File: config.mk
export PLATFORM = sky130hd
export DESIGN_NAME = clvdf_top
export DESIGN_NICKNAME = d
export VERILOG_FILES = /design/src/hw/clvdf_pkg.sv /design/src/hw/clvdf_sync.sv /design/src/hw/clvdf_top.sv
export SDC_FILE = /design/constraint.sdc
export NUM_CORES = 1
export LEC_CHECK = 0
export BUFFER_PORTS_ARGS = -buffer_cell sky130_fd_sc_hd__buf_2
export CORE_AREA = 3 3 40 42
export CTS_CLUSTER_DIAMETER = 120
export DETAILED_ROUTE_END_ITERATION = 10
export DIE_AREA = 0 0 43 45
export GPL_TIMING_DRIVEN = 1
export PLACE_DENSITY_LB_ADDON = 0.05
export RECOVER_POWER = 50
export SLEW_MARGIN = 20
export SYNTH_ARGS = -nofsm -noshare
export SYNTH_HDL_FRONTEND = slang
export SYNTH_HIERARCHICAL = 1
export SYNTH_SLANG_ARGS = --single-unit
File: constraint.sdc
create_clock -name core_clk_in -period 1.7 [get_ports core_clk_in]
set_input_delay 0.085 -clock core_clk_in [delete_from_list [all_inputs] [get_ports core_clk_in]]
set_output_delay 0.085 -clock core_clk_in [all_outputs]
set_load 0.02 [all_outputs]
File: src/hw/clvdf_pkg.sv
// constants shared by the core low-voltage detect flag logic
// assumes one 125 MHz system clock and an active-low asynchronous device reset
//
// What this block does
// - A strap tied high turns the core regulator on and tied low turns it off.
// - Detection, the flag and the level status work only while the regulator is on.
// - The flag, bit 2 of the second interrupt request register, sets when the core supply drops below about 2.45V.
// - The flag sets once per falling crossing; while the supply stays low it sets again only when the regulator is re-enabled or a reset ends.
// - Firmware clears the flag, and it sets again only after the supply rises and falls once more, or the regulator is re-enabled or a reset ends while it is low.
// - Any device reset forces the flag to zero even while the supply is low.
// - While the regulator is on, a read-only bit in the watchdog control register shows the live supply level.
// - The flag is offered to the interrupt system as a request source.
package clvdf_pkg;
    // ------------------------------------------------------------
    // field positions
    // ------------------------------------------------------------
    localparam int unsigned LVD_FLAG_BIT = 2;
    localparam int unsigned LVD_STATUS_BIT = 6;
    // ------------------------------------------------------------
    // reset values and synchroniser depth
    // ------------------------------------------------------------
    localparam logic RST_FLAG = 1'h0;
    localparam logic RST_SYNC = 1'h0;
    localparam logic [7:0] RST_REG = 8'h00;
    localparam int unsigned SYNC_STAGES = 2;
endpackage

File: src/hw/clvdf_sync.sv
// two-flop level synchroniser for the comparator output
// assumes the input may change at any time relative to the clock
`timescale 1ns/100ps
module clvdf_sync (
    input wire logic clk_in,
    input wire logic rstn_in,
    input wire logic ce_in,
    input wire logic async_in,
    output logic sync_out
);
    logic meta_ff;
    // first stage feeds only the second stage
    always_ff @(posedge clk_in or negedge rstn_in) begin
        if (!rstn_in) begin
            meta_ff <= clvdf_pkg::RST_SYNC;
            sync_out <= clvdf_pkg::RST_SYNC;
        end else if (ce_in) begin
            meta_ff <= async_in;
            sync_out <= meta_ff;
        end
    end
endmodule

File: src/hw/clvdf_top.sv
// flag and status logic of the core low-voltage detector
// assumes the comparator output is high while the core supply is below threshold,
// and that firmware clear arrives as a one-cycle pulse in the system clock domain
`timescale 1ns/100ps
module clvdf_top (
    input wire logic core_clk_in,
    input wire logic rstn_in,
    input wire logic clk_en_in,
    input wire logic regulator_enable_strap_in,
    input wire logic core_supply_low_in,
    input wire logic flag_clear_in,
    output logic low_voltage_flag_out,
    output logic core_voltage_level_status_out,
    output logic [7:0] peripheral_irq_request_reg2_out,
    output logic [7:0] watchdog_control_reg_out,
    output logic irq_request_out
);
    // ------------------------------------------------------------
    // synchronised comparator level
    // ------------------------------------------------------------
    logic low_sync;
    logic detect_on;
    logic fall_evt;
    logic nxt_flag;
    logic flag_ff;

    clvdf_sync u_sync (
        .clk_in(core_clk_in),
        .rstn_in(rstn_in),
        .ce_in(clk_en_in),
        .async_in(core_supply_low_in),
        .sync_out(low_sync)
    );

    // strap high means regulator running; detector only works then
    assign detect_on = regulator_enable_strap_in;

    // ------------------------------------------------------------
    // arming tracker: where the supply stood at the last enabled edge
    // ------------------------------------------------------------
    typedef enum logic [1:0] {
        LVL_DISABLED,
        LVL_ABOVE,
        LVL_BELOW
    } clvdf_level_t;

    clvdf_level_t level_ff;
    clvdf_level_t nxt_level;

    // a disabled regulator parks the tracker, so enabling it with the
    // supply already low counts as a fresh falling crossing
    always_comb begin
        nxt_level = level_ff;
        case (level_ff)
            LVL_DISABLED: begin
                if (!detect_on) begin
                    nxt_level = LVL_DISABLED;
                end else if (low_sync) begin
                    nxt_level = LVL_BELOW;
                end else begin
                    nxt_level = LVL_ABOVE;
                end
            end
            LVL_ABOVE: begin
                if (!detect_on) begin
                    nxt_level = LVL_DISABLED;
                end else if (low_sync) begin
                    nxt_level = LVL_BELOW;
                end else begin
                    nxt_level = LVL_ABOVE;
                end
            end
            LVL_BELOW: begin
                // staying low keeps the tracker here, which is what stops a re-set
                if (!detect_on) begin
                    nxt_level = LVL_DISABLED;
                end else if (low_sync) begin
                    nxt_level = LVL_BELOW;
                end else begin
                    nxt_level = LVL_ABOVE;
                end
            end
            default: begin
                nxt_level = LVL_DISABLED;
            end
        endcase
    end

    always_ff @(posedge core_clk_in or negedge rstn_in) begin
        if (!rstn_in) begin
            level_ff <= LVL_DISABLED;
        end else if (clk_en_in) begin
            level_ff <= nxt_level;
        end
    end

    // one event per rising of the low level, i.e. a falling supply crossing
    assign fall_evt = detect_on & low_sync & (level_ff != LVL_BELOW);

    // ------------------------------------------------------------
    // sticky flag: set wins over a clear in the same cycle
    // ------------------------------------------------------------
    always_comb begin
        nxt_flag = flag_ff;
        if (flag_clear_in) begin
            nxt_flag = 1'h0;
        end
        if (fall_evt) begin
            nxt_flag = 1'h1;
        end
    end

    always_ff @(posedge core_clk_in or negedge rstn_in) begin
        if (!rstn_in) begin
            flag_ff <= clvdf_pkg::RST_FLAG;
        end else if (clk_en_in) begin
            flag_ff <= nxt_flag;
        end
    end

    // ------------------------------------------------------------
    // next values of the level status and the register images
    // ------------------------------------------------------------
    logic nxt_status;
    logic [7:0] nxt_irq_reg2;
    logic [7:0] nxt_wdt_reg;

    // status is forced low with the strap off, so a disabled regulator
    // never reports a stale low level
    assign nxt_status = low_sync & detect_on;

    // only the assigned bit of each image carries information; the
    // other bits keep their reset value so reads of them stay quiet
    for (genvar b = 0; b < 8; b++) begin : g_image_bits
        if (b == clvdf_pkg::LVD_FLAG_BIT) begin : g_flag_bit
            assign nxt_irq_reg2[b] = nxt_flag;
        end else begin : g_flag_pad
            assign nxt_irq_reg2[b] = clvdf_pkg::RST_REG[b];
        end
        if (b == clvdf_pkg::LVD_STATUS_BIT) begin : g_status_bit
            assign nxt_wdt_reg[b] = nxt_status;
        end else begin : g_status_pad
            assign nxt_wdt_reg[b] = clvdf_pkg::RST_REG[b];
        end
    end

    // ------------------------------------------------------------
    // flag output
    // ------------------------------------------------------------
    // registered from the same next value as the internal flag, so the
    // pin and the image never disagree by a cycle
    always_ff @(posedge core_clk_in or negedge rstn_in) begin
        if (!rstn_in) begin
            low_voltage_flag_out <= clvdf_pkg::RST_FLAG;
        end else if (clk_en_in) begin
            low_voltage_flag_out <= nxt_flag;
        end
    end

    // ------------------------------------------------------------
    // level status output
    // ------------------------------------------------------------
    always_ff @(posedge core_clk_in or negedge rstn_in) begin
        if (!rstn_in) begin
            core_voltage_level_status_out <= clvdf_pkg::RST_SYNC;
        end else if (clk_en_in) begin
            core_voltage_level_status_out <= nxt_status;
        end
    end

    // ------------------------------------------------------------
    // interrupt request image
    // ------------------------------------------------------------
    always_ff @(posedge core_clk_in or negedge rstn_in) begin
        if (!rstn_in) begin
            peripheral_irq_request_reg2_out <= clvdf_pkg::RST_REG;
        end else if (clk_en_in) begin
            peripheral_irq_request_reg2_out <= nxt_irq_reg2;
        end
    end

    // ------------------------------------------------------------
    // watchdog control image
    // ------------------------------------------------------------
    always_ff @(posedge core_clk_in or negedge rstn_in) begin
        if (!rstn_in) begin
            watchdog_control_reg_out <= clvdf_pkg::RST_REG;
        end else if (clk_en_in) begin
            watchdog_control_reg_out <= nxt_wdt_reg;
        end
    end

    // ------------------------------------------------------------
    // interrupt request line
    // ------------------------------------------------------------
    // a level request: it stays up until firmware clears the flag,
    // so the interrupt system cannot miss it
    always_ff @(posedge core_clk_in or negedge rstn_in) begin
        if (!rstn_in) begin
            irq_request_out <= clvdf_pkg::RST_FLAG;
        end else if (clk_en_in) begin
            irq_request_out <= nxt_flag;
        end
    end
endmodule

After elaboration in Yosys (flattened, before gate mapping)
Index checks and enable logic that the tools add are counted.

operators by class
  mux-type cells = 5
  reductions and logical operators = 4
  eq/ne operators = 3
  bitwise gates (word level) = 2

operator list
  operator                                              count
  2-to-1 mux 2 bit                                      3
  OR reduction 3 bit                                    1
  bitwise AND 1 bit                                     2
  equality test 2 x 1 -> 1 bit (second input constant)  1
  equality test 2 bit (second input constant)           1
  zero test 2 bit                                       1
  2-to-1 mux 1 bit                                      2
  inequality test 2 bit (second input constant)         1
  AND reduction 2 bit                                   1
  nonzero test 2 bit                                    1

storage, ports and cells
  input bits = 6
  output and inout port bits = 19
  register bits after elaboration = 6

Depth between registers and ports, before layout
  depth in word-level cells = 4
  depth in mapped cells = 2

Cells and area by module
The synthesis kept the hierarchy.

by module, submodules not included
  module      instances  area an instance (um2)  cells an instance
  clvdf_top   1          304.0                   34
  clvdf_sync  1          72.6                    4

Worst setup path after synthesis
Ideal clock, no wire load.

  kind = register to register
  from = register level_ff[0]
  to = register level_ff[0]
  library setup time = 0.120 ns
  cell stages (with the launch flop) = 3
  buffers on the path = 0
  required time = 1.580 ns
  data arrival time = 0.666 ns
  period minus slack after synthesis = 0.787 ns
  slack = 0.913 ns
  path through = dfrtp_1 > nor2b_1 > a41o_1

on the way
  cells in the longest elaborated chain, start to end = 3
  elaborated cells on any way between the ends = 5
  classes of those cells = eq/ne: 2; mux: 1; reduce/logical: 2

RTL lines
  what                                         RTL line         RTL
  start, declared                              clvdf_top.sv:47  clvdf_level_t level_ff;
  start signal, assigned                       clvdf_top.sv:93  level_ff <= nxt_level;
  equality test 2 bit (tied with other cells)  clvdf_top.sv:54  case (level_ff)
  OR reduction 3 bit (no source line) *        --
  2-to-1 mux 2 bit *                           --

Mark *: on every way between the ends. The rest lies on a longest branch, timed or not.
A chain may end at the register's enable or synchronous reset.

==> summary.md <==
| Metric | Value |
|---|---|
| Run status | completed |
| Port bufs | 10 |
| CP max stage delay | 0.39 ns |
| Synth cell types | 11 |
| Total Neg Setup Slack | 0 ns |
| Layout Utilization | between 30% and 40% |
| Via-per-instance ratio | between 3 and 4 |
| Layout area overhead | 5.65% |
| CTS tree | yes |
| Die Wd | 43 um |
| WL/cell | 9.95 um |
| Req. time, crit path | approximately 1.6 ns |
| Die H | about 45 um |
| DP Wirelength | 483 um |
| Total internal power | 0.279 mW |
| Layout cells sized above 1 | between 20% and 30% |
| DRC viols | 0 |
| Worst-Skew Late Latency | 0.24 ns |
| Clock power share | around a third |
| Die footprint | ~0.0019 mm^2 |
| Yosys warns | 6 |
| Sw Ratio | 34.4% |
| Peak VDD IR | 0.382 mV |
| Most frequent cells in the layout | conb_1 (14), buf_2 (9), dfrtp_1 (6), nor2b_1 (3), clkbuf_4 (3) |
| I/O Pins | 25 |
| Crit path depth | 1 |
| Synth area leaders | dfrtp_1 (40%), buf_4 (34%), mux2_2 (6.0%), a41o_1 (5.3%), nor2b_1 (5.0%) |
| # Max-Cap Violations | 0 |
| Clock slew at reported path FFs | 0.05 ns |
| Final Max Slew Viols | 0 |
| Flop2flop setup slack | roughly 0.86 ns |
| Synth top area share | 39.9% |
| Sequential share of the synthesized area | 39.9% |
| Clk sink count | 6 |
| Setup violations, final | 0 |
| P_sw | 0.146 mW |
| Kind of cell adding the most delay to the critical path | flip-flops |
| Worst reg2reg endpoint | level_ff[0] |
| Sequential power share | 41.7% |
| Commonest non-fill, non-tap cell in the layout | conb_1 |
| FMAX | 1120 MHz |
| Leading area contributor after synthesis | dfrtp_1 |
| Initial core utilization | around 29% |
| CTS Buf Count | 3 |
| Post-layout min period | 0.891 ns |
| Row count | 13 |
| Final Hold Fails | 0 |
| Starting DRT DRC Count | 4 |
| Tot GR Track Use | 7.37% |
| Drt pass-1 iters | 4 |
| CTS Root Cell | clkbuf_4 |
| Worst r2r src | level_ff[0] |
| Core area | 0.00128 mm^2 |
| Routed wire length | 627 um |
| CP Cell Sequence | buf_2 |
| Reg2reg path depth | 2 |
| Syn_area_per_cell | 9.91 um^2 |
| Clock Path Buffers | 2 |
| H-tree depth | 1 |
| Cells after synthesis | 38 |
| LEAKAGE | approximately 0.23 nW |
| Critical path launch point | low_voltage_flag_out |
| End of the critical path | peripheral_irq_request_reg2_out[2] |
| Combinational power share | 26.3% |
| Startpoint types | register |
| Post-Route Skew | 0.00184 ns |
| CP max-delay cell | dfrtp_1 |
| Number of antenna violations at the first check in global routing | 0 |
| Critical path capture point type | output pin |
| Vias post-DR | ~250 |
| Largest net degree at the start of global routing | 10 |
| Antenna viol nets, final | 0 |
| PwrDens | 1070 mW/mm^2 |
| Routability cong. | 0.667 |
| Mapped Area | ~380 um^2 |
| Number of global-route vias before repair | 236 |
| # nets final | 56 |
| Setup CP Type | reg -> out |
| Crit Path Max Fanout | 4 |
| Crit share post-route | a little over half |
| Inserted Diodes | 0 |
| Buf/Inv on CP | 1 |
| Remaining Overflow, GRT | 0 |
| Hold Path Class | in -> reg |
| Post_cts resized | 0 |
| #FFs+latches synth | 6 |
| Crit path DAT | 0.81 ns |
| RSZ-0062 raised after global routing | no |
| First-pass GRT wire length | 938 um |
==> Yosys cell counts (all sizes together) <==
library cell	n
a41o	2
buf	17
conb	1
dfrtp	6
inv	2
mux2	2
nand2	2
nand3	1
nor2b	3
o21ai	1
o2bb2ai	1
==> cell families (layout without fill, tap and decap cells) <==
logic type | count (synthesis) | count (layout) | synth area share, %
compound gates | 4 | 4 | 8.97
buf+inv | 19 | 16 | 35.9
flops | 6 | 6 | 39.9
mux | 2 | 2 | 5.98
other cells | 1 | 14 | 0.996
simple gates | 6 | 6 | 8.31
==> metrics by stage <==
step	setup slack, ns	cells	area, um^2	hold WS, ns	total power, mW
final	0.809	63	398	0.0770	0.425
after global routing	0.757	63	398	0.0739	0.454
after CTS	0.795	63	399	0.0666	0.432
after detailed placement	0.873	59	367	-0.0825	0.290
after global placement	0.896	59	367	-0.0821	0.288
after floorplan	0.913	51	425	-0.211	0.295
==> state kept, by name (all words and copies together), names as in the netlist <==
| signal | count |
|---|---|
| low_voltage_flag_out | 1 |
| core_voltage_level_status_out | 1 |
| level_ff | 2 |
| u_sync/meta_ff | 1 |
| u_sync/sync_out | 1 |
==> metal layers <==
layer | up-vias | GRT usage [%] | wire, um
met1 | 116 | 6.86 | 255
met5 | - | 0 | 0
met4 | 0 | 9.04 | 10
met2 | 14 | 10.5 | 289
met3 | 2 | 3.98 | 71
li1 | 114 | - | -
==> how the worst min path moves through the flow <==
stage / start / end / slack (ns) / cells after the start
floorplan: rstn_in / core_voltage_level_status_out / -0.21 / 0
global placement: rstn_in / u_sync/sync_out / -0.08 / 1
detailed placement: rstn_in / u_sync/meta_ff / -0.08 / 1
CTS: core_supply_low_in / u_sync/meta_ff / 0.07 / 2
global route: core_supply_low_in / u_sync/meta_ff / 0.07 / 2
finish: core_supply_low_in / u_sync/meta_ff / 0.08 / 2
==> power by group through the flow <==
stage | clock, mW | combinational, mW | sequential (mW)
4_1_cts | 0.142 | 0.113 | 0.177
6_report | 0.136 | 0.112 | 0.177
3_5_place_dp | 0 | 0.111 | 0.179
5_1_grt | 0.153 | 0.120 | 0.180
2_1_floorplan | 0 | 0.109 | 0.186
3_3_place_gp | 0 | 0.111 | 0.178
==> cell type report <==
class | count | area [um^2]
Clock buffer | 3 | 22.5
Fill cell | 143 | 887
Inverter | 2 | 7.51
Multi-Input combinational cell | 26 | 140
Sequential cell | 6 | 150
Tap cell | 15 | 18.8
Timing Repair Buffer | 11 | 58.8
==> what timing repair did <==
action,in CTS,in global routing
hold buffers,1,0
buffers inserted,0,0
hold endpoints to repair,6,0
(Power assumes the default switching activity.)
